**src/aarc_map.svh**
```systemverilog
`ifndef AARC_MAP_SVH
`define AARC_MAP_SVH

// register byte offsets on the bus
`define AARC_GAIN1_OFF 16'h2240
`define AARC_OFFS1_OFF 16'h2244
`define AARC_OFFS15_OFF 16'h22CC
`define AARC_STATUS_OFF 16'h22D0

// reset values of the coefficient fields
`define AARC_GAIN1_RST 15'h4000
`define AARC_OFFS1_RST 15'h0000
`define AARC_OFFS15_RST 15'h0000

// field layout
`define AARC_COEF_MSB 14
`define AARC_COEF_W 15
`define AARC_RES_W 16
`define AARC_STAT_SAT_BIT 16
`define AARC_STAT_ILL_BIT 17

// arithmetic constants
`define AARC_GAIN_UNITY 15'h4000
`define AARC_GAIN_ILLEGAL 15'h0000
`define AARC_OFFS_NONE 15'h0000
`define AARC_ILLEGAL_RESULT 16'h8000
`define AARC_RES_MAX 16'hFFFF
`define AARC_RES_MIN 16'h0000
`define AARC_ROUND 36'sh000008000
`define AARC_SHIFT 16

`endif

```
**src/aarc_pkg.sv**
```systemverilog
package aarc_pkg;

  // amplifier gain used for a conversion
  typedef enum logic [2:0] {
    AARC_PGA_GAIN1 = 3'h1,
    AARC_PGA_GAIN1P5 = 3'h2,
    AARC_PGA_OTHER = 3'h4
  } aarc_pga_t;

  // register decode, one-hot
  typedef enum logic [4:0] {
    AARC_REG_NONE = 5'h01,
    AARC_REG_GAIN1 = 5'h02,
    AARC_REG_OFFS1 = 5'h04,
    AARC_REG_OFFS15 = 5'h08,
    AARC_REG_STATUS = 5'h10
  } aarc_reg_t;

  // raw conversion arriving from the converter
  typedef struct packed {
    logic [15:0] raw;
    aarc_pga_t pga;
    logic excluded;
  } aarc_sample_t;

  // corrected converted_result_word
  typedef struct packed {
    logic [15:0] data;
    logic sat;
  } aarc_result_t;

  typedef struct packed {
    logic [14:0] aux_gain1_gain_coeff;
    logic [14:0] aux_gain1_offset_coeff;
    logic [14:0] aux_gain1p5_offset_coeff;
    logic ack;
    logic [31:0] rdat;
    logic s1_vld;
    logic signed [19:0] s1_sum;
    logic [14:0] s1_gain;
    logic s1_illegal;
    logic out_vld;
    aarc_result_t out;
    logic last_illegal;
  } aarc_state_t;

endpackage
```
**src/aarc_cal.sv**
```systemverilog
// Notes on behaviour
// - gain-1 offset: 15-bit two's complement, low bits
// - offset step is a quarter result LSB
// - 0x3FFF adds 4095.75, 0x0001 adds 0.25
// - 0x7FFF subtracts 0.25, 0x4000 subtracts 4096
// - separate same-format offset for gain 1.5
// - gain coefficient only for gain-1 non-excluded channels
// - gain: unsigned, integer bit 14, fraction bits 13:0
// - gain 0x4000 is unity and reset value
// - 0x2000 halves, 0x7FFF nearly doubles
// - 0x4001 and 0x3FFF are smallest steps
// - 0x0001 is smallest nonzero multiplier
// - gain zero forces result 0x8000
//
// The Wishbone interface to the registers was left to the implementer.
`include "aarc_map.svh"
`timescale 1ns/10ps
`default_nettype none

module aarc_cal (
  // clock and reset
  input wire logic mclk,
  input wire logic resetn,

  // classic wishbone slave
  input wire logic wb_cyc_i,
  input wire logic wb_stb_i,
  input wire logic wb_we_i,
  input wire logic [15:0] wb_adr_i,
  input wire logic [3:0] wb_sel_i,
  input wire logic [31:0] wb_dat_i,
  output logic [31:0] wb_dat_o,
  output logic wb_ack_o,

  // raw conversions in
  input wire logic sample_vld,
  input wire aarc_pkg::aarc_sample_t sample,

  // corrected conversions out
  output logic result_vld,
  output aarc_pkg::aarc_result_t result
);

  ////////////////////////////////////////////////////////////////
  // decode, shared by read and write paths

  function automatic aarc_pkg::aarc_reg_t aarc_decode(
    input logic [15:0] adr
  );
    aarc_pkg::aarc_reg_t r;
    r = aarc_pkg::AARC_REG_NONE;

    // exact match only, so no register aliases elsewhere
    case (adr)

      `AARC_GAIN1_OFF: begin
        r = aarc_pkg::AARC_REG_GAIN1;
      end

      `AARC_OFFS1_OFF: begin
        r = aarc_pkg::AARC_REG_OFFS1;
      end

      `AARC_OFFS15_OFF: begin
        r = aarc_pkg::AARC_REG_OFFS15;
      end

      `AARC_STATUS_OFF: begin
        r = aarc_pkg::AARC_REG_STATUS;
      end

      default: begin
        r = aarc_pkg::AARC_REG_NONE;
      end

    endcase

    return r;
  endfunction

  // byte-lane merge; only lanes 0 and 1 reach the 15-bit fields
  function automatic logic [14:0] aarc_merge(
    input logic [14:0] old,
    input logic [31:0] dat,
    input logic [3:0] sel
  );
    logic [15:0] w;

    w = {1'b0, old};

    for (int i = 0; i < 2; i++) begin
      if (sel[i]) begin
        w[i*8 +: 8] = dat[i*8 +: 8];
      end
    end

    // bit 15 of lane 1 has no field behind it and falls away
    return w[14:0];
  endfunction

  // round to nearest and clamp; the msb reports a clamp
  function automatic logic [16:0] aarc_scale(
    input logic signed [19:0] s,
    input logic [14:0] g
  );
    logic signed [35:0] s_ext;
    logic signed [35:0] g_ext;
    logic signed [35:0] p;
    logic signed [35:0] r;

    // widen both factors first so the product cannot wrap
    s_ext = {{16{s[19]}}, s};
    g_ext = {21'h000000, g};

    p = s_ext * g_ext;

    // half a result step before the shift, so halves round up
    r = (p + `AARC_ROUND) >>> `AARC_SHIFT;

    // clamp to the result word and report it
    if (r < 36'sh000000000) begin
      return {1'b1, `AARC_RES_MIN};
    end else if (r > $signed({20'h00000, `AARC_RES_MAX})) begin
      return {1'b1, `AARC_RES_MAX};
    end
    return {1'b0, r[15:0]};
  endfunction

  ////////////////////////////////////////////////////////////////
  // state

  aarc_pkg::aarc_state_t st;
  aarc_pkg::aarc_state_t next_st;

  // bus side
  aarc_pkg::aarc_reg_t hit;
  logic req;
  logic wr_cycle;
  logic [1:0] lane_we;

  // datapath side
  logic [14:0] sel_offs;
  logic [14:0] sel_gain;
  logic [16:0] scaled;

  assign req = wb_cyc_i & wb_stb_i;
  assign hit = aarc_decode(wb_adr_i);

  // a write commits only on the edge at which the master sees ack
  assign wr_cycle = req & st.ack & wb_we_i;

  ////////////////////////////////////////////////////////////////
  // byte-lane write strobes; lanes 2 and 3 have no field behind them

  generate
    for (genvar i = 0; i < 2; i++) begin : g_lane
      assign lane_we[i] = wr_cycle & wb_sel_i[i];
    end
  endgenerate

  ////////////////////////////////////////////////////////////////
  // coefficient selection for the incoming conversion

  always_comb begin
    sel_offs = `AARC_OFFS_NONE;
    sel_gain = `AARC_GAIN_UNITY;

    // the excluded flag keeps the amplifier and sensor channels raw
    case (sample.pga)

      aarc_pkg::AARC_PGA_GAIN1: begin
        if (!sample.excluded) begin
          sel_offs = st.aux_gain1_offset_coeff;
          sel_gain = st.aux_gain1_gain_coeff;
        end
      end

      aarc_pkg::AARC_PGA_GAIN1P5: begin
        // no gain register for 1.5 here, so unity multiplier
        if (!sample.excluded) begin
          sel_offs = st.aux_gain1p5_offset_coeff;
        end
      end

      default: begin
        sel_offs = `AARC_OFFS_NONE;
        sel_gain = `AARC_GAIN_UNITY;
      end
    endcase
  end

  // second stage: multiply with 14 fraction bits, plus 2 offset bits
  assign scaled = aarc_scale(st.s1_sum, st.s1_gain);

  ////////////////////////////////////////////////////////////////
  // next state

  always_comb begin
    next_st = st;

    // bus: ack one cycle after the request, dropped the cycle after;
    // a strobe held through the ack cycle is not taken on that edge, but is taken again one cycle later

    next_st.ack = req & ~st.ack;

    if (req & ~st.ack) begin
      // unmapped and reserved bits read as zero
      next_st.rdat = 32'h00000000;

      case (hit)

        aarc_pkg::AARC_REG_GAIN1: begin
          next_st.rdat[14:0] = st.aux_gain1_gain_coeff;
        end

        aarc_pkg::AARC_REG_OFFS1: begin
          next_st.rdat[14:0] = st.aux_gain1_offset_coeff;
        end

        aarc_pkg::AARC_REG_OFFS15: begin
          next_st.rdat[14:0] = st.aux_gain1p5_offset_coeff;
        end

        // last result, so software can see a clamp or an illegal gain
        aarc_pkg::AARC_REG_STATUS: begin
          next_st.rdat[15:0] = st.out.data;
          next_st.rdat[`AARC_STAT_SAT_BIT] = st.out.sat;
          next_st.rdat[`AARC_STAT_ILL_BIT] = st.last_illegal;
        end

        default: begin
          next_st.rdat = 32'h00000000;
        end
      endcase
    end

    // writes land on the edge where ack is already high;
    // the status word has no write path, so writes to it vanish

    if (wr_cycle) begin

      case (hit)

        aarc_pkg::AARC_REG_GAIN1: begin
          // zero is accepted but flagged in the datapath
          next_st.aux_gain1_gain_coeff =
            aarc_merge(st.aux_gain1_gain_coeff, wb_dat_i, {2'b00, lane_we});
        end

        aarc_pkg::AARC_REG_OFFS1: begin
          next_st.aux_gain1_offset_coeff =
            aarc_merge(st.aux_gain1_offset_coeff, wb_dat_i, {2'b00, lane_we});
        end

        aarc_pkg::AARC_REG_OFFS15: begin
          next_st.aux_gain1p5_offset_coeff =
            aarc_merge(st.aux_gain1p5_offset_coeff, wb_dat_i, {2'b00, lane_we});
        end

        default: begin
          next_st.rdat = st.rdat;
        end
      endcase
    end

    // first stage: raw in quarter steps plus signed offset
    next_st.s1_vld = sample_vld;

    if (sample_vld) begin
      // 18 bits of quarters, a sign and a carry: the sum never wraps
      next_st.s1_sum = $signed({2'b00, sample.raw, 2'b00}) +
        $signed({{5{sel_offs[`AARC_COEF_MSB]}}, sel_offs});

      // gain travels with its sample, so a write mid-flight cannot split it
      next_st.s1_gain = sel_gain;
      next_st.s1_illegal = (sel_gain == `AARC_GAIN_ILLEGAL);
    end

    // second stage: scale, round, clamp
    next_st.out_vld = st.s1_vld;

    if (st.s1_vld) begin

      if (st.s1_illegal) begin
        next_st.out.data = `AARC_ILLEGAL_RESULT;
        next_st.out.sat = 1'b0;
      end else begin
        next_st.out.data = scaled[15:0];
        next_st.out.sat = scaled[16];
      end

      next_st.last_illegal = st.s1_illegal;
    end
  end

  ////////////////////////////////////////////////////////////////
  // registers

  always_ff @(posedge mclk or negedge resetn) begin
    if (!resetn) begin

      // coefficients
      st.aux_gain1_gain_coeff <= `AARC_GAIN1_RST;
      st.aux_gain1_offset_coeff <= `AARC_OFFS1_RST;
      st.aux_gain1p5_offset_coeff <= `AARC_OFFS15_RST;

      // bus answer
      st.ack <= 1'b0;
      st.rdat <= 32'h00000000;

      // first stage
      st.s1_vld <= 1'b0;
      st.s1_sum <= 20'sh00000;
      st.s1_gain <= `AARC_GAIN_UNITY;
      st.s1_illegal <= 1'b0;

      // second stage and status
      st.out_vld <= 1'b0;
      st.out <= 17'h00000;
      st.last_illegal <= 1'b0;

    end else begin
      st <= next_st;
    end
  end

  ////////////////////////////////////////////////////////////////
  // outputs, all straight from flops

  assign wb_ack_o = st.ack;
  assign wb_dat_o = st.rdat;
  assign result_vld = st.out_vld;
  assign result = st.out;

endmodule

`default_nettype wire

```
**config.mk**
```make
export PLATFORM = sky130hd
export DESIGN_NAME = aarc_cal
export DESIGN_NICKNAME = d
export VERILOG_FILES = /design/src/aarc_pkg.sv /design/src/aarc_cal.sv
export VERILOG_INCLUDE_DIRS = /design/src
export SDC_FILE = /design/constraint.sdc
export NUM_CORES = 1
export LEC_CHECK = 0
export BUFFER_PORTS_ARGS = -buffer_cell sky130_fd_sc_hd__buf_4
export CORE_MARGIN = 2
export CORE_UTILIZATION = 50
export CTS_CLUSTER_SIZE = 14
export DETAILED_ROUTE_END_ITERATION = 8
export PLACE_DENSITY = 0.68
export SLEW_MARGIN = 20
export SYNTH_ARGS = -nofsm -noshare
export SYNTH_HDL_FRONTEND = slang
export SYNTH_SLANG_ARGS = --single-unit
```
**constraint.sdc**
```tcl
create_clock -name mclk -period 9.3 [get_ports mclk]
set_input_delay 0.465 -clock mclk [delete_from_list [all_inputs] [get_ports mclk]]
set_output_delay 0.465 -clock mclk [all_outputs]
set_load 0.005 [all_outputs]
```
Word-level counts from Yosys, hierarchy flattened. Cells that the tools add are included.

Add/subtract/negate cells: 2. Multipliers: 1. Order comparisons: 2. Equal/unequal tests: 11. Multiplexer cells: 17. Bitwise logic cells: 7. Reductions and logical operators: 8.

Operators with widths (count): $mux W32 (3); $mux W17 (4); $eq A16 B14 Y1 const B (4); $mux W15 (4); $pmux W15 S4 (1); $add A36 B17 Y36 const B (1); $mul A20 B16 Y36 (1); $pmux W15 S2 (1); $add A19 B15 Y20 (1); $gt A20 B17 Y1 const B (1); $lt A20 B1 Y1 const B (1); $pmux W5 S4 (1); $reduce_and A3 Y1 (6); $logic_not A15 Y1 (1); $and A1 B1 Y1 (6); $eq A5 B2 Y1 const B (1); $eq A5 B3 Y1 const B (1); $eq A5 B4 Y1 const B (1); $eq A5 B5 Y1 const B (1); $eq A3 B1 Y1 const B (1); $eq A3 B2 Y1 const B (1); $mux W3 (1); $reduce_or A3 Y1 (1); $mux W1 (2); 2 further kinds (2).

Bits in registers: 134. Output and inout bits: 51. Logic and storage cells: 64.

Depth between registers and ports, before layout. Gate-level depths: netlist of run 1.

Depth in word-level cells: 7. Depth in mapped cells: 26. Mapped depth without buffers: 24.

Least setup slack after synthesis of run 1. OpenSTA, ideal clock, no wires.

Path type: register to register. From: reg st[54] (netlist bit). To: reg st, in the netlist result[12]. Library setup time: 126 ps. Data arrival time: 6417 ps. Path slack: 2757 ps. Cell stages (with the launch flop): 22. Path buffers: 2. Clock period less this slack: 6543 ps. Path through: dfrtp_1 > clkbuf_1 > nand2_1 > fa_1 > fa_1 > inv_1 > fa_1 > fa_1 > fa_1 > inv_1 > fa_1 > inv_1 > ha_1 > a21o_1 > a21o_1 > a21o_1 > a31oi_1 > nand2_1 > xor2_1 > o31a_4 > buf_6 > a221o_1.

Word-level cells in the longest chain between the ends: 7.

Ends and longest elaborated chain: from (decl) (RTL line aarc_cal.sv:132) `aarc_pkg::aarc_state_t st;`; from (signal assigned) (RTL line aarc_cal.sv:323) `st <= next_st;`; $mul A20 B16 Y36 (*) (RTL line aarc_cal.sv:115) `p = s_ext * g_ext;`; $add A36 B17 Y36 (no line) (*); $gt A20 B17 Y1 (RTL line aarc_cal.sv:123) `` end else if (r > $signed({20'h00000, `AARC_RES_MAX})) begin ``; $mux W1 (RTL line aarc_cal.sv:123); $mux W1 (RTL line aarc_cal.sv:121) `if (r < 36'sh000000000) begin`; $mux W17 (*) (RTL line aarc_cal.sv:126) `return {1'b0, r[15:0]};`; $mux W17 (*) (RTL line aarc_cal.sv:284) `if (st.s1_illegal) begin`.

Every way passes the cells marked *; elsewhere a longest branch is shown, timed or not. A chain may end at the register's enable or synchronous reset.

Worst setup path after layout of run 1.
From: reg st[22] (netlist bit). To: reg st, in the netlist result[16].

The elaborated chain is that of the path after synthesis.

==> results of run 1 <==
==> worst paths after layout <==
kind / startpoint / depth (start not counted) / to / slack, ns
worst max-delay path: st[22]$_DFFE_PN0P_ / 20 / result[16]$_DFFE_PN0P_ / 2.00
worst min-delay path: resetn / 1 / wb_dat_o[1]$_DFFE_PN0P_ / 0.08
worst max register to register: st[22]$_DFFE_PN0P_ / 20 / result[16]$_DFFE_PN0P_ / 2.00
worst min register to register: wb_dat_o[15]$_DFFE_PN0P_ / 2 / wb_dat_o[15]$_DFFE_PN0P_ / 0.48
max in group asynchronous: resetn / 2 / st[131]$_DFFE_PN0P_ / 7.90
min in group mclk: wb_dat_i[8] / 2 / st[127]$_DFFE_PN0P_ / 0.30
==> final cells by class <==
type	instances	area, um2	area share
Inverter	389	1460	0.0782
Clock inverter	13	144	0.00771
Sequential cell	120	3010	0.161
Clock buffer	19	453	0.0243
Timing Repair Buffer	110	826	0.0442
Multi-Input combinational cell	1162	12200	0.654
Tap cell	455	569	0.0305
==> state kept, by name, summed over array words and instances, names as in the netlist <==
name	flops
next_st	1
result_vld	1
wb_dat_o	18
wb_ack_o	1
result	17
st	82
==> power by group through the flow <==
stage / registers, W / clock network (W) / logic [W]
2_1_floorplan: 0.000564 / 0 / 0.000139
3_3_place_gp: 0.000611 / 0 / 0.000179
3_5_place_dp: 0.000610 / 0 / 0.000182
4_1_cts: 0.000601 / 0.000671 / 0.000184
5_1_grt: 0.000605 / 0.000695 / 0.000205
6_report: 0.000603 / 0.000666 / 0.000183
==> worst max-delay path: cells and delay by family (launching register included) <==
family | cells | cell delay (ns)
DFF | 1 | 0.70
xor gates and xnor gates | 1 | 0.20
AOI/OAI and AO/OA | 5 | 1.08
buffers and inverters | 4 | 0.71
and+or+nand+nor | 3 | 0.82
adders and majority gates | 7 | 3.68
==> synthesized netlist by cell type (all sizes together), types with 24 or more instances <==
master and number:
inv 388, o21ai 30, nand2 219, fa 298
buf 56, and2 141, a21oi 24, nor2 24
dfrtp 118, mux2 56, clkbuf 67, a22o 26
xnor2 33, ha 123
==> cells by family (layout without fill, tap and decap cells) <==
| group | Yosys count | in the layout | synth area share |
|---|---|---|---|
| buf+inv | 512 | 531 | 0.123 |
| simple gates | 446 | 446 | 0.129 |
| fa+ha+maj | 421 | 421 | 0.434 |
| compound gates | 182 | 182 | 0.0818 |
| flops | 120 | 120 | 0.174 |
| mux | 56 | 56 | 0.0365 |
| xor+xnor | 43 | 43 | 0.0218 |
| other cells | 1 | 14 | 0.000217 |
==> per-layer routing <==
layer  up-vias  GRT usage
li1       5477          -
met1      6389      0.334
met2       319      0.424
met3        64     0.0251
met4         0     0.0540
met5         -          0
==> cells in the final DEF (no fill, tap or decap), types with 3 or more instances in the layout <==
cell type | synthesis | layout
inv_1 | 388 | 388
fa_1 | 298 | 298
nand2_1 | 219 | 219
and2_1 | 139 | 139
ha_1 | 123 | 123
dfrtp_1 | 118 | 118
buf_4 | 49 | 110
mux2_2 | 56 | 56
xnor2_1 | 33 | 33
o21ai_0 | 29 | 29
a22o_1 | 26 | 26
nor2_1 | 24 | 24
a21oi_1 | 22 | 22
o2bb2ai_1 | 17 | 17
clkbuf_16 | 0 | 17
a221o_1 | 16 | 16
a221oi_1 | 16 | 16
a21o_1 | 14 | 14
conb_1 | 1 | 14
nand3_1 | 10 | 10
xor2_1 | 10 | 10
and3_1 | 8 | 8
nor3_1 | 7 | 7
nor2b_1 | 5 | 5
nand4_1 | 5 | 5
a22oi_1 | 4 | 4
o21bai_1 | 4 | 4
o21a_1 | 4 | 4
a211oi_2 | 4 | 4
nor4_1 | 4 | 4
nor4b_1 | 4 | 4
clkinvlp_4 | 0 | 4
or2_2 | 3 | 3
o31ai_1 | 3 | 3
nand2b_1 | 3 | 3
clkinv_4 | 0 | 3
==> through the flow <==
stage	cell area [um2]	setup slack [ns]	power, W	cells	utilization
after floorplan	17300	2.76	0.000703	1794	-
after global placement	18100	2.13	0.000790	2236	0.527
after detailed placement	18100	1.99	0.000793	2236	0.527
after CTS	18700	1.97	0.00146	2268	0.545
after global routing	18700	1.68	0.00150	2268	0.545
final	18700	2.00	0.00145	2268	0.545
==> results.py, run 1 <==
metrics = {
    "outcome": {
        "status": "complete, no violations",
    },
    "timing": {
        "setup_viol": 0,
        "finClkSkew_ns": 0.0153,
        "hold_viol_final": 0,
        "rsz0062_at_grt": "false",
        "fin_crit_sh": 0.785,
        "tns_ns": 0,
        "fin_crit_ns": 7.30,
        "max-slew-margin-rel": 0.322,
        "tightest_slew_ns": 1.02,
        "fmax_mhz": 137,
        "drv_slew": 0,
        "whs_ns": 0.0792,
    },
    "floorplan": {
        "die_w_um": 190,
        "core_area_um2": 34300,
        "start_util": 0.504,
        "boundaryPins": 129,
        "die-area_um2": 36100,
        "rows": 68,
        "die_height_um": 190,
    },
    "cts": {
        "cts_resized": 0,
        "cts-root-buf": "clkbuf_16",
        "cts-hold-fix-buffers": 0,
        "clk_latency_ns": 0.41,
        "clkTransAtPathRegs_ns": 0.06,
        "cts_tree": "yes",
        "cts_made_buffers": 17,
        "cts_setup_buffers": 0,
        "cts_buffer_depth": 2,
        "htreeDepth": 4,
        "clkSinkCount": 120,
    },
    "min_path": {
        "hold_class": "input pin to async pin",
    },
    "worst_setup_path": {
        "path_max_fanout": 14,
        "crit_arrival_ns": 7.60,
        "crit_chain": "buf_4, nand2_1, fa_1, fa_1, inv_1, fa_1, fa_1, fa_1, inv_1, fa_1, inv_1, ha_1, a21o_1, a21o_1, a21o_1, a31oi_1, nand2_1, xor2_1, or4_1, a31o_1",
        "slowest_delay_ns": 0.75,
        "cp-end-kind": "register",
        "worstSetupStartpointType": "register",
        "path_common_cell": "fa_1",
        "cpMaxStageDelayCell": "fa_1",
        "path_class": "register to register",
        "required_ns": 9.60,
    },
    "routing": {
        "routedWlPerCell_um": 18.3,
        "drtIter0Drc": 816,
        "drtPass1Iterations": 5,
        "route.detailed.drc": 0,
        "met3_length_um": 1630,
        "maxUsedRoutingLayer": "met4",
        "num_vias": 12249,
        "ant_nets": 0,
        "drt-total-wl_um": 41400,
        "wl_met1_um": 17800,
        "route.met2.wl_um": 21200,
        "via_per_inst": 5.40,
    },
    "placed_design": {
        "dp_hpwl_um": 32300,
        "io_buffers": 95,
        "gp_congestion": 0.856,
    },
    "logic_synthesis": {
        "synth_area_um2": 17300,
        "synth_top_area_frac": 0.345,
        "syn_avg_cell_area_um2": 9.70,
        "yosys.area.top_type": "fa_1",
        "yosys_warnings": 0,
        "synth_edf_count": 0,
        "ys_types": 67,
        "synth_area_leaders": "fa_1 (35%), dfrtp_1 (17%), ha_1 (8.9%), inv_1 (8.4%), and2_1 (5.0%)",
        "synth-seq-cells": 120,
        "ys.flop_type": "dfrtp_1",
        "synthCells": 1781,
        "synth-async-reset-ratio": 1.00,
        "ys_seq_area_frac": 0.174,
    },
    "global_route": {
        "first_global_vias": 13233,
        "grt_use_total": 0.245,
        "grt_max_degree": 68,
        "grt_overflow": 0,
        "antenna_found_initial": 1,
        "grt_pass1_wl_um": 69200,
    },
    "power_and_ir_drop": {
        "power_frac_comb": 0.126,
        "irDropWorstVdd_mv": 0.0962,
        "p_int_w": 0.00104,
        "leakagePower_nw": 9.67,
        "pwr-share-seq": 0.415,
        "switching_power_w": 0.000412,
        "power.density_nw_per_um2": 77.7,
        "switching_share": 0.284,
        "clockPowerShare": 0.459,
    },
    "final_layout": {
        "synthToLayoutAreaGrowth_pct": 8.06,
        "layout-drive-gt1-share": 0.121,
        "n_antenna_cell": 0,
        "fillCellCount": 3091,
        "final_nets": 2299,
    },
    "job": {
        "maxCapViolations": 0,
    },
}
(Power assumes the default switching activity.)
==> inputs of run 2 (changes only) <==
- PLACE_DENSITY: 0.68 -> 0.71
- clock period: 9.3 -> 5.9 ns (I/O delays scaled with it)
==> run 2 against run 1 <==
  * The flow now finishes with violations (negative setup slack)
  * Sequential share of layout area fell by 1.4 points
  * Register-to-register slack worse by 2.5 ns
  * First-iteration DRC count fell by 14%
  * Clock-buffer cell count down 1
  * Cell count rose by 7.5%
  * Clock skew down 0.0077 ns
  * Global-route usage is 1.0 points higher
  * Non-clock buffer count is 170 higher
  * Cell area rose by 10%
  * Critical path depth grew 5
  * Die area unchanged
  * Critical path type unchanged
  * Critical endpoint is now result[15]$_DFFE_PN0P_
  * Largest power group unchanged
==> results.py, run 2 (same netlist as run 1, synthesis figures left out) <==
metrics = {
    "timing": {
        "tightest_slew_ns": 0.927,
        "fin_crit_sh": 1.09,
        "rsz0062_at_grt": "true",
        "setup_viol": 17,
        "fmax_mhz": 156,
        "fin_crit_ns": 6.43,
        "drv_slew": 0,
        "max-slew-margin-rel": 0.381,
        "finClkSkew_ns": 0.00755,
        "timing.final.ws_setup_ns": -0.529,
        "hold_viol_final": 0,
    },
    "worst_setup_path": {
        "cp-end-kind": "register",
        "crit_arrival_ns": 6.72,
        "path_class": "register to register",
        "required_ns": 6.19,
        "worstSetupStartpointType": "register",
        "path_max_fanout": 7,
        "ff2ff_path_depth": 25,
    },
    "final_layout": {
        "final_nets": 2470,
        "synthToLayoutAreaGrowth_pct": 19.3,
        "largest_reg_flops": 82,
        "regMostFlops": "st",
        "final_common_cell": "inv_1",
        "n_antenna_cell": 0,
        "layout-drive-gt1-share": 0.240,
        "post-route-util": 0.601,
        "layout_common_cells": "inv_1 (375), fa_1 (285), buf_4 (251)",
    },
    "placed_design": {
        "dp_hpwl_um": 35200,
        "gp_congestion": 0.862,
        "io_buffers": 95,
    },
    "floorplan": {
        "rows": 68,
        "core_area_um2": 34300,
        "die_w_um": 190,
        "die-area_um2": 36100,
        "die_height_um": 190,
        "boundaryPins": 129,
        "start_util": 0.504,
    },
    "power_and_ir_drop": {
        "power.density_nw_per_um2": 115,
        "power.total_w": 0.00237,
        "irDropWorstVdd_mv": 0.187,
        "leakagePower_nw": 10.6,
    },
    "routing": {
        "met3_length_um": 2390,
        "route.detailed.drc": 0,
        "ant_nets": 0,
        "drtIter0Drc": 701,
        "wl_met1_um": 17600,
        "maxUsedRoutingLayer": "met5",
        "drt-total-wl_um": 44000,
        "drtPass1Iterations": 5,
        "num_vias": 13036,
        "routedWlPerCell_um": 18.0,
        "via_per_inst": 5.35,
        "route.met2.wl_um": 22500,
    },
    "global_route": {
        "antenna_found_initial": 2,
        "grt_use_total": 0.255,
        "grt_pass1_wl_um": 72200,
        "grt_max_degree": 68,
        "first_global_vias": 14022,
        "grt_overflow": 0,
    },
    "outcome": {
        "status": "finished with violations",
        "violations": "negative setup slack",
    },
    "cts": {
        "htreeDepth": 4,
        "clk_latency_ns": 0.41,
        "cts_made_buffers": 17,
        "cts-root-buf": "clkbuf_16",
        "cts_buffer_depth": 2,
        "cts_tree": "yes",
        "clkTransAtPathRegs_ns": 0.06,
        "clkSinkCount": 120,
    },
    "min_path": {
        "hold_class": "input pin to register",
        "min_path_cells": 2,
    },
    "job": {
        "maxCapViolations": 0,
    },
}
==> run 2: final cells by class <==
type | count | area (um2)
fillers | 2816 | 13700
multi-input cells | 1163 | 12600
flip-flops and latches | 120 | 3030
repair buffers | 280 | 2350
inverters | 389 | 1460
well taps | 455 | 569
clock buffers | 18 | 439
clock inverters | 13 | 155
==> run 2: worst paths after layout <==
path                                     startpoint                       end  slack [ns]
min in group asynchronous                    resetn   wb_dat_o[1]$_DFFE_PN0P_        0.51
min                                     wb_dat_i[7]       st[126]$_DFFE_PN0P_        0.13
max in group asynchronous                    resetn  wb_dat_o[10]$_DFFE_PN0P_        4.04
min reg2reg                wb_dat_o[16]$_DFFE_PN0P_  wb_dat_o[16]$_DFFE_PN0P_        0.48
max reg2reg                      st[31]$_DFFE_PN0P_    result[15]$_DFFE_PN0P_       -0.53
max                              st[31]$_DFFE_PN0P_    result[15]$_DFFE_PN0P_       -0.53
==> run 2: routing by layer <==
metal,global-route usage,up-vias
met5,0,-
met4,0.0808,2
met3,0.0422,87
met2,0.442,388
met1,0.327,6737
li1,-,5822
==> run 2: power breakdown <==
part           internal, W  switching [W]  leakage, nW
registers         0.000855      0.0000587         1.57
clock network     0.000669       0.000380        0.287
logic             0.000197       0.000207         8.76
==> run 2: worst max-delay path, stage by stage (launching register included) <==
cell	delay (ns)
dfrtp_2	0.42
buf_12	0.14
buf_4	0.11
buf_6	0.13
nand2_1	0.08
fa_1	0.41
inv_1	0.09
fa_1	0.42
inv_1	0.08
fa_1	0.42
inv_2	0.08
fa_1	0.45
fa_1	0.54
inv_1	0.06
fa_1	0.50
inv_2	0.05
ha_4	0.25
nand2_2	0.06
a2111oi_4	0.25
or2_4	0.20
nand4_4	0.17
a2111o_1	0.47
nand2_2	0.14
xor2_4	0.11
o31a_2	0.39
a221o_1	0.28
==> run 2: repair_timing <==
item / in CTS / in global routing
endpoints found under the hold margin: 53 / 0
gates cloned: 1 / 0
pin swaps: 30 / 1
setup endpoints to repair: 17 / 17
resized for setup: 70 / 13
setup buffers: 19 / 0
hold buffers: 1 / 0
==> run 2: per-stage QoR <==
stage	hold slack (ns)	instance area [um2]	cells	worst slack [ns]	setup TNS (ns)
final	0.134	20600	2438	-0.529	-8.55
after floorplan	-0.000591	17600	1794	-0.150	-1.67
after global placement	0.378	19500	2386	-0.583	-9.60
after detailed placement	0.385	19500	2386	-0.689	-10.61
after CTS	0.128	20600	2437	-0.479	-7.54
after global routing	0.130	20600	2438	-0.710	-11.23
==> inputs of run 3 (changes only) <==
- RECOVER_POWER: not set -> 50
- TNS_END_PERCENT: not set -> 30
==> run 3 against run 2 <==
  * The flow finishes with violations (max-capacitance violations, max-slew violations, negative setup slack)
  * Critical path depth is 3 lower
  * Cell area hardly changed
  * Fmax is 0.89% lower
  * Non-clock buffer count is 8 higher
  * Global-route usage hardly changed
  * Hold slack better by 0.0038 ns
  * Sequential power hardly changed
  * Utilization is 0.058 points higher
  * Wire length is 0.17% lower
  * Sequential cell count stayed put
  * Combinational power hardly changed
  * Critical path type unchanged
  * Critical endpoint is now result[14]$_DFFE_PN0P_
==> results.py, run 3 (same netlist as run 1, synthesis figures left out) <==
metrics = {
    "power_and_ir_drop": {
        "power.density_nw_per_um2": 114,
        "irDropWorstVdd_mv": 0.185,
        "leakagePower_nw": 10.6,
    },
    "timing": {
        "finClkSkew_ns": 0.00611,
        "fmax_mhz": 154,
        "drv_slew": 157,
        "fin_crit_sh": 1.10,
        "rsz0062_at_grt": "true",
        "timing.final.ws_setup_ns": -0.586,
        "hold_viol_final": 0,
        "fin_crit_ns": 6.49,
        "tightest_slew_ns": 2.97,
        "max-slew-margin-rel": -0.979,
        "setup_viol": 17,
    },
    "routing": {
        "route.detailed.drc": 0,
        "ant_nets": 0,
        "num_vias": 13037,
        "drt-total-wl_um": 43900,
        "drtIter0Drc": 718,
        "routedWlPerCell_um": 17.9,
        "drtPass1Iterations": 5,
        "via_per_inst": 5.33,
    },
    "final_layout": {
        "final_common_cell": "inv_1",
        "regMostFlops": "st",
        "largest_reg_flops": 82,
        "layout_common_cells": "inv_1 (379), fa_1 (287), buf_4 (215)",
        "final-seq-area_um2": 3020,
        "fillCellCount": 2824,
        "layout-drive-gt1-share": 0.232,
        "synthToLayoutAreaGrowth_pct": 19.5,
        "final_nets": 2478,
        "multiInputGateArea_um2": 12600,
        "post-route-util": 0.602,
        "stdcell_count": 2446,
        "n_antenna_cell": 0,
    },
    "global_route": {
        "grt_max_degree": 68,
        "antenna_found_initial": 2,
        "first_global_vias": 14063,
        "grt_pass1_wl_um": 72200,
        "grt_overflow": 0,
        "grt_use_total": 0.255,
    },
    "placed_design": {
        "dp_hpwl_um": 35200,
        "io_buffers": 95,
        "dp_cells": 2386,
        "gp_congestion": 0.862,
    },
    "cts": {
        "cts_made_buffers": 17,
        "clk_latency_ns": 0.41,
        "clkTransAtPathRegs_ns": 0.06,
        "clkSinkCount": 120,
        "htreeDepth": 4,
        "cts_tree": "yes",
        "cts_buffer_depth": 2,
        "cts-root-buf": "clkbuf_16",
    },
    "worst_setup_path": {
        "path_max_fanout": 8,
        "crit_path_end": "result[14]$_DFFE_PN0P_",
        "startpoint": "st[24]$_DFFE_PN0P_",
        "worstSetupStartpointType": "register",
        "path_class": "register to register",
        "path_common_cell": "fa_1",
        "slowest_delay_ns": 0.53,
        "crit_chain": "buf_4, buf_4, and2_1, fa_1, inv_1, fa_1, inv_1, fa_1, fa_1, fa_1, inv_1, fa_1, inv_1, ha_4, nand4_1, buf_4, o21a_4, a2111o_1, nand2_2, xor2_4, o31a_4, a221o_1",
        "required_ns": 6.18,
        "crit_arrival_ns": 6.77,
        "reg2reg_to": "result[14]$_DFFE_PN0P_",
        "rr_startpoint": "st[24]$_DFFE_PN0P_",
        "cp-end-kind": "register",
        "regToRegSetupSlack_ns": -0.59,
        "ff2ff_path_depth": 22,
        "cpMaxStageDelayCell": "fa_1",
    },
    "floorplan": {
        "core_area_um2": 34300,
        "boundaryPins": 129,
        "die-area_um2": 36100,
        "die_height_um": 190,
        "start_util": 0.504,
        "rows": 68,
        "die_w_um": 190,
    },
    "min_path": {
        "hold_class": "input pin to register",
    },
    "job": {
        "maxCapViolations": 3,
    },
    "outcome": {
        "status": "finished with violations",
        "violations": "max-capacitance violations, max-slew violations, negative setup slack",
    },
}
==> run 3: worst max-delay path, delay by kind of cell (launching register included) <==
family / cells / cell delay (ns)
AOI/OAI and AO/OA: 4 / 1.38
xor gates and xnor gates: 1 / 0.12
adders and majority gates: 7 / 3.24
buffers and inverters: 7 / 0.70
DFF: 1 / 0.43
and+or+nand+nor: 3 / 0.47
==> run 3: cell type report <==
cell class                      instances  area share
Clock inverter                         13     0.00752
Inverter                              389      0.0707
Clock buffer                           18      0.0213
Multi-Input combinational cell       1163       0.611
Timing Repair Buffer                  288       0.116
Tap cell                              455      0.0276
Sequential cell                       120       0.147
==> run 3: worst min path at each step <==
stage	from	end	slack [ns]	depth (start not counted)
2_1_floorplan	resetn	next_st[18]$_DFF_PN0_	-0.0006	0
3_3_place_gp	resetn	wb_dat_o[1]$_DFFE_PN0P_	0.38	1
3_5_place_dp	resetn	st[106]$_DFFE_PN0P_	0.39	1
4_1_cts	wb_dat_i[6]	st[110]$_DFFE_PN0P_	0.13	2
5_1_grt	wb_dat_i[11]	st[100]$_DFFE_PN0P_	0.13	2
6_report	wb_dat_i[7]	st[126]$_DFFE_PN0P_	0.14	2
==> run 3: timing repair <==
| action | CTS | global route |
|---|---|---|
| hold buffers | 1 | 0 |
| setup buffers | 19 | 8 |
| setup endpoints to repair | 17 | 17 |
| gates resized for setup | 60 | 11 |
| endpoints found under the hold margin | 53 | 0 |
| pin swaps | 30 | 15 |
| cloned | 1 | 0 |
==> run 3: power by group <==
part           total [W]  switching [W]  internal [W]
clock network    0.00105       0.000377      0.000669
registers       0.000911      0.0000569      0.000855
logic           0.000405       0.000209      0.000196
total            0.00236       0.000643       0.00172
==> run 3: metrics by stage <==
stage / hold WS (ns) / instance area [um2] / setup TNS [ns] / setup WS (ns) / total power, W
global route: 0.130 / 20600 / -11.88 / -0.749 / 0.00246
global placement: 0.378 / 19500 / -9.60 / -0.583 / 0.00131
CTS: 0.128 / 20500 / -7.63 / -0.512 / 0.00237
finish: 0.138 / 20600 / -9.27 / -0.586 / 0.00236
detailed placement: 0.385 / 19500 / -10.61 / -0.689 / 0.00131
floorplan: -0.000591 / 17600 / -1.67 / -0.150 / 0.00112
==> run 3: per-layer routing <==
layer / share of wire / GRT usage
met1: 0.39 / 0.327
met2: 0.51 / 0.442
met3: 0.059 / 0.0419
met4: 0.034 / 0.0832
met5: 0.00030 / 0
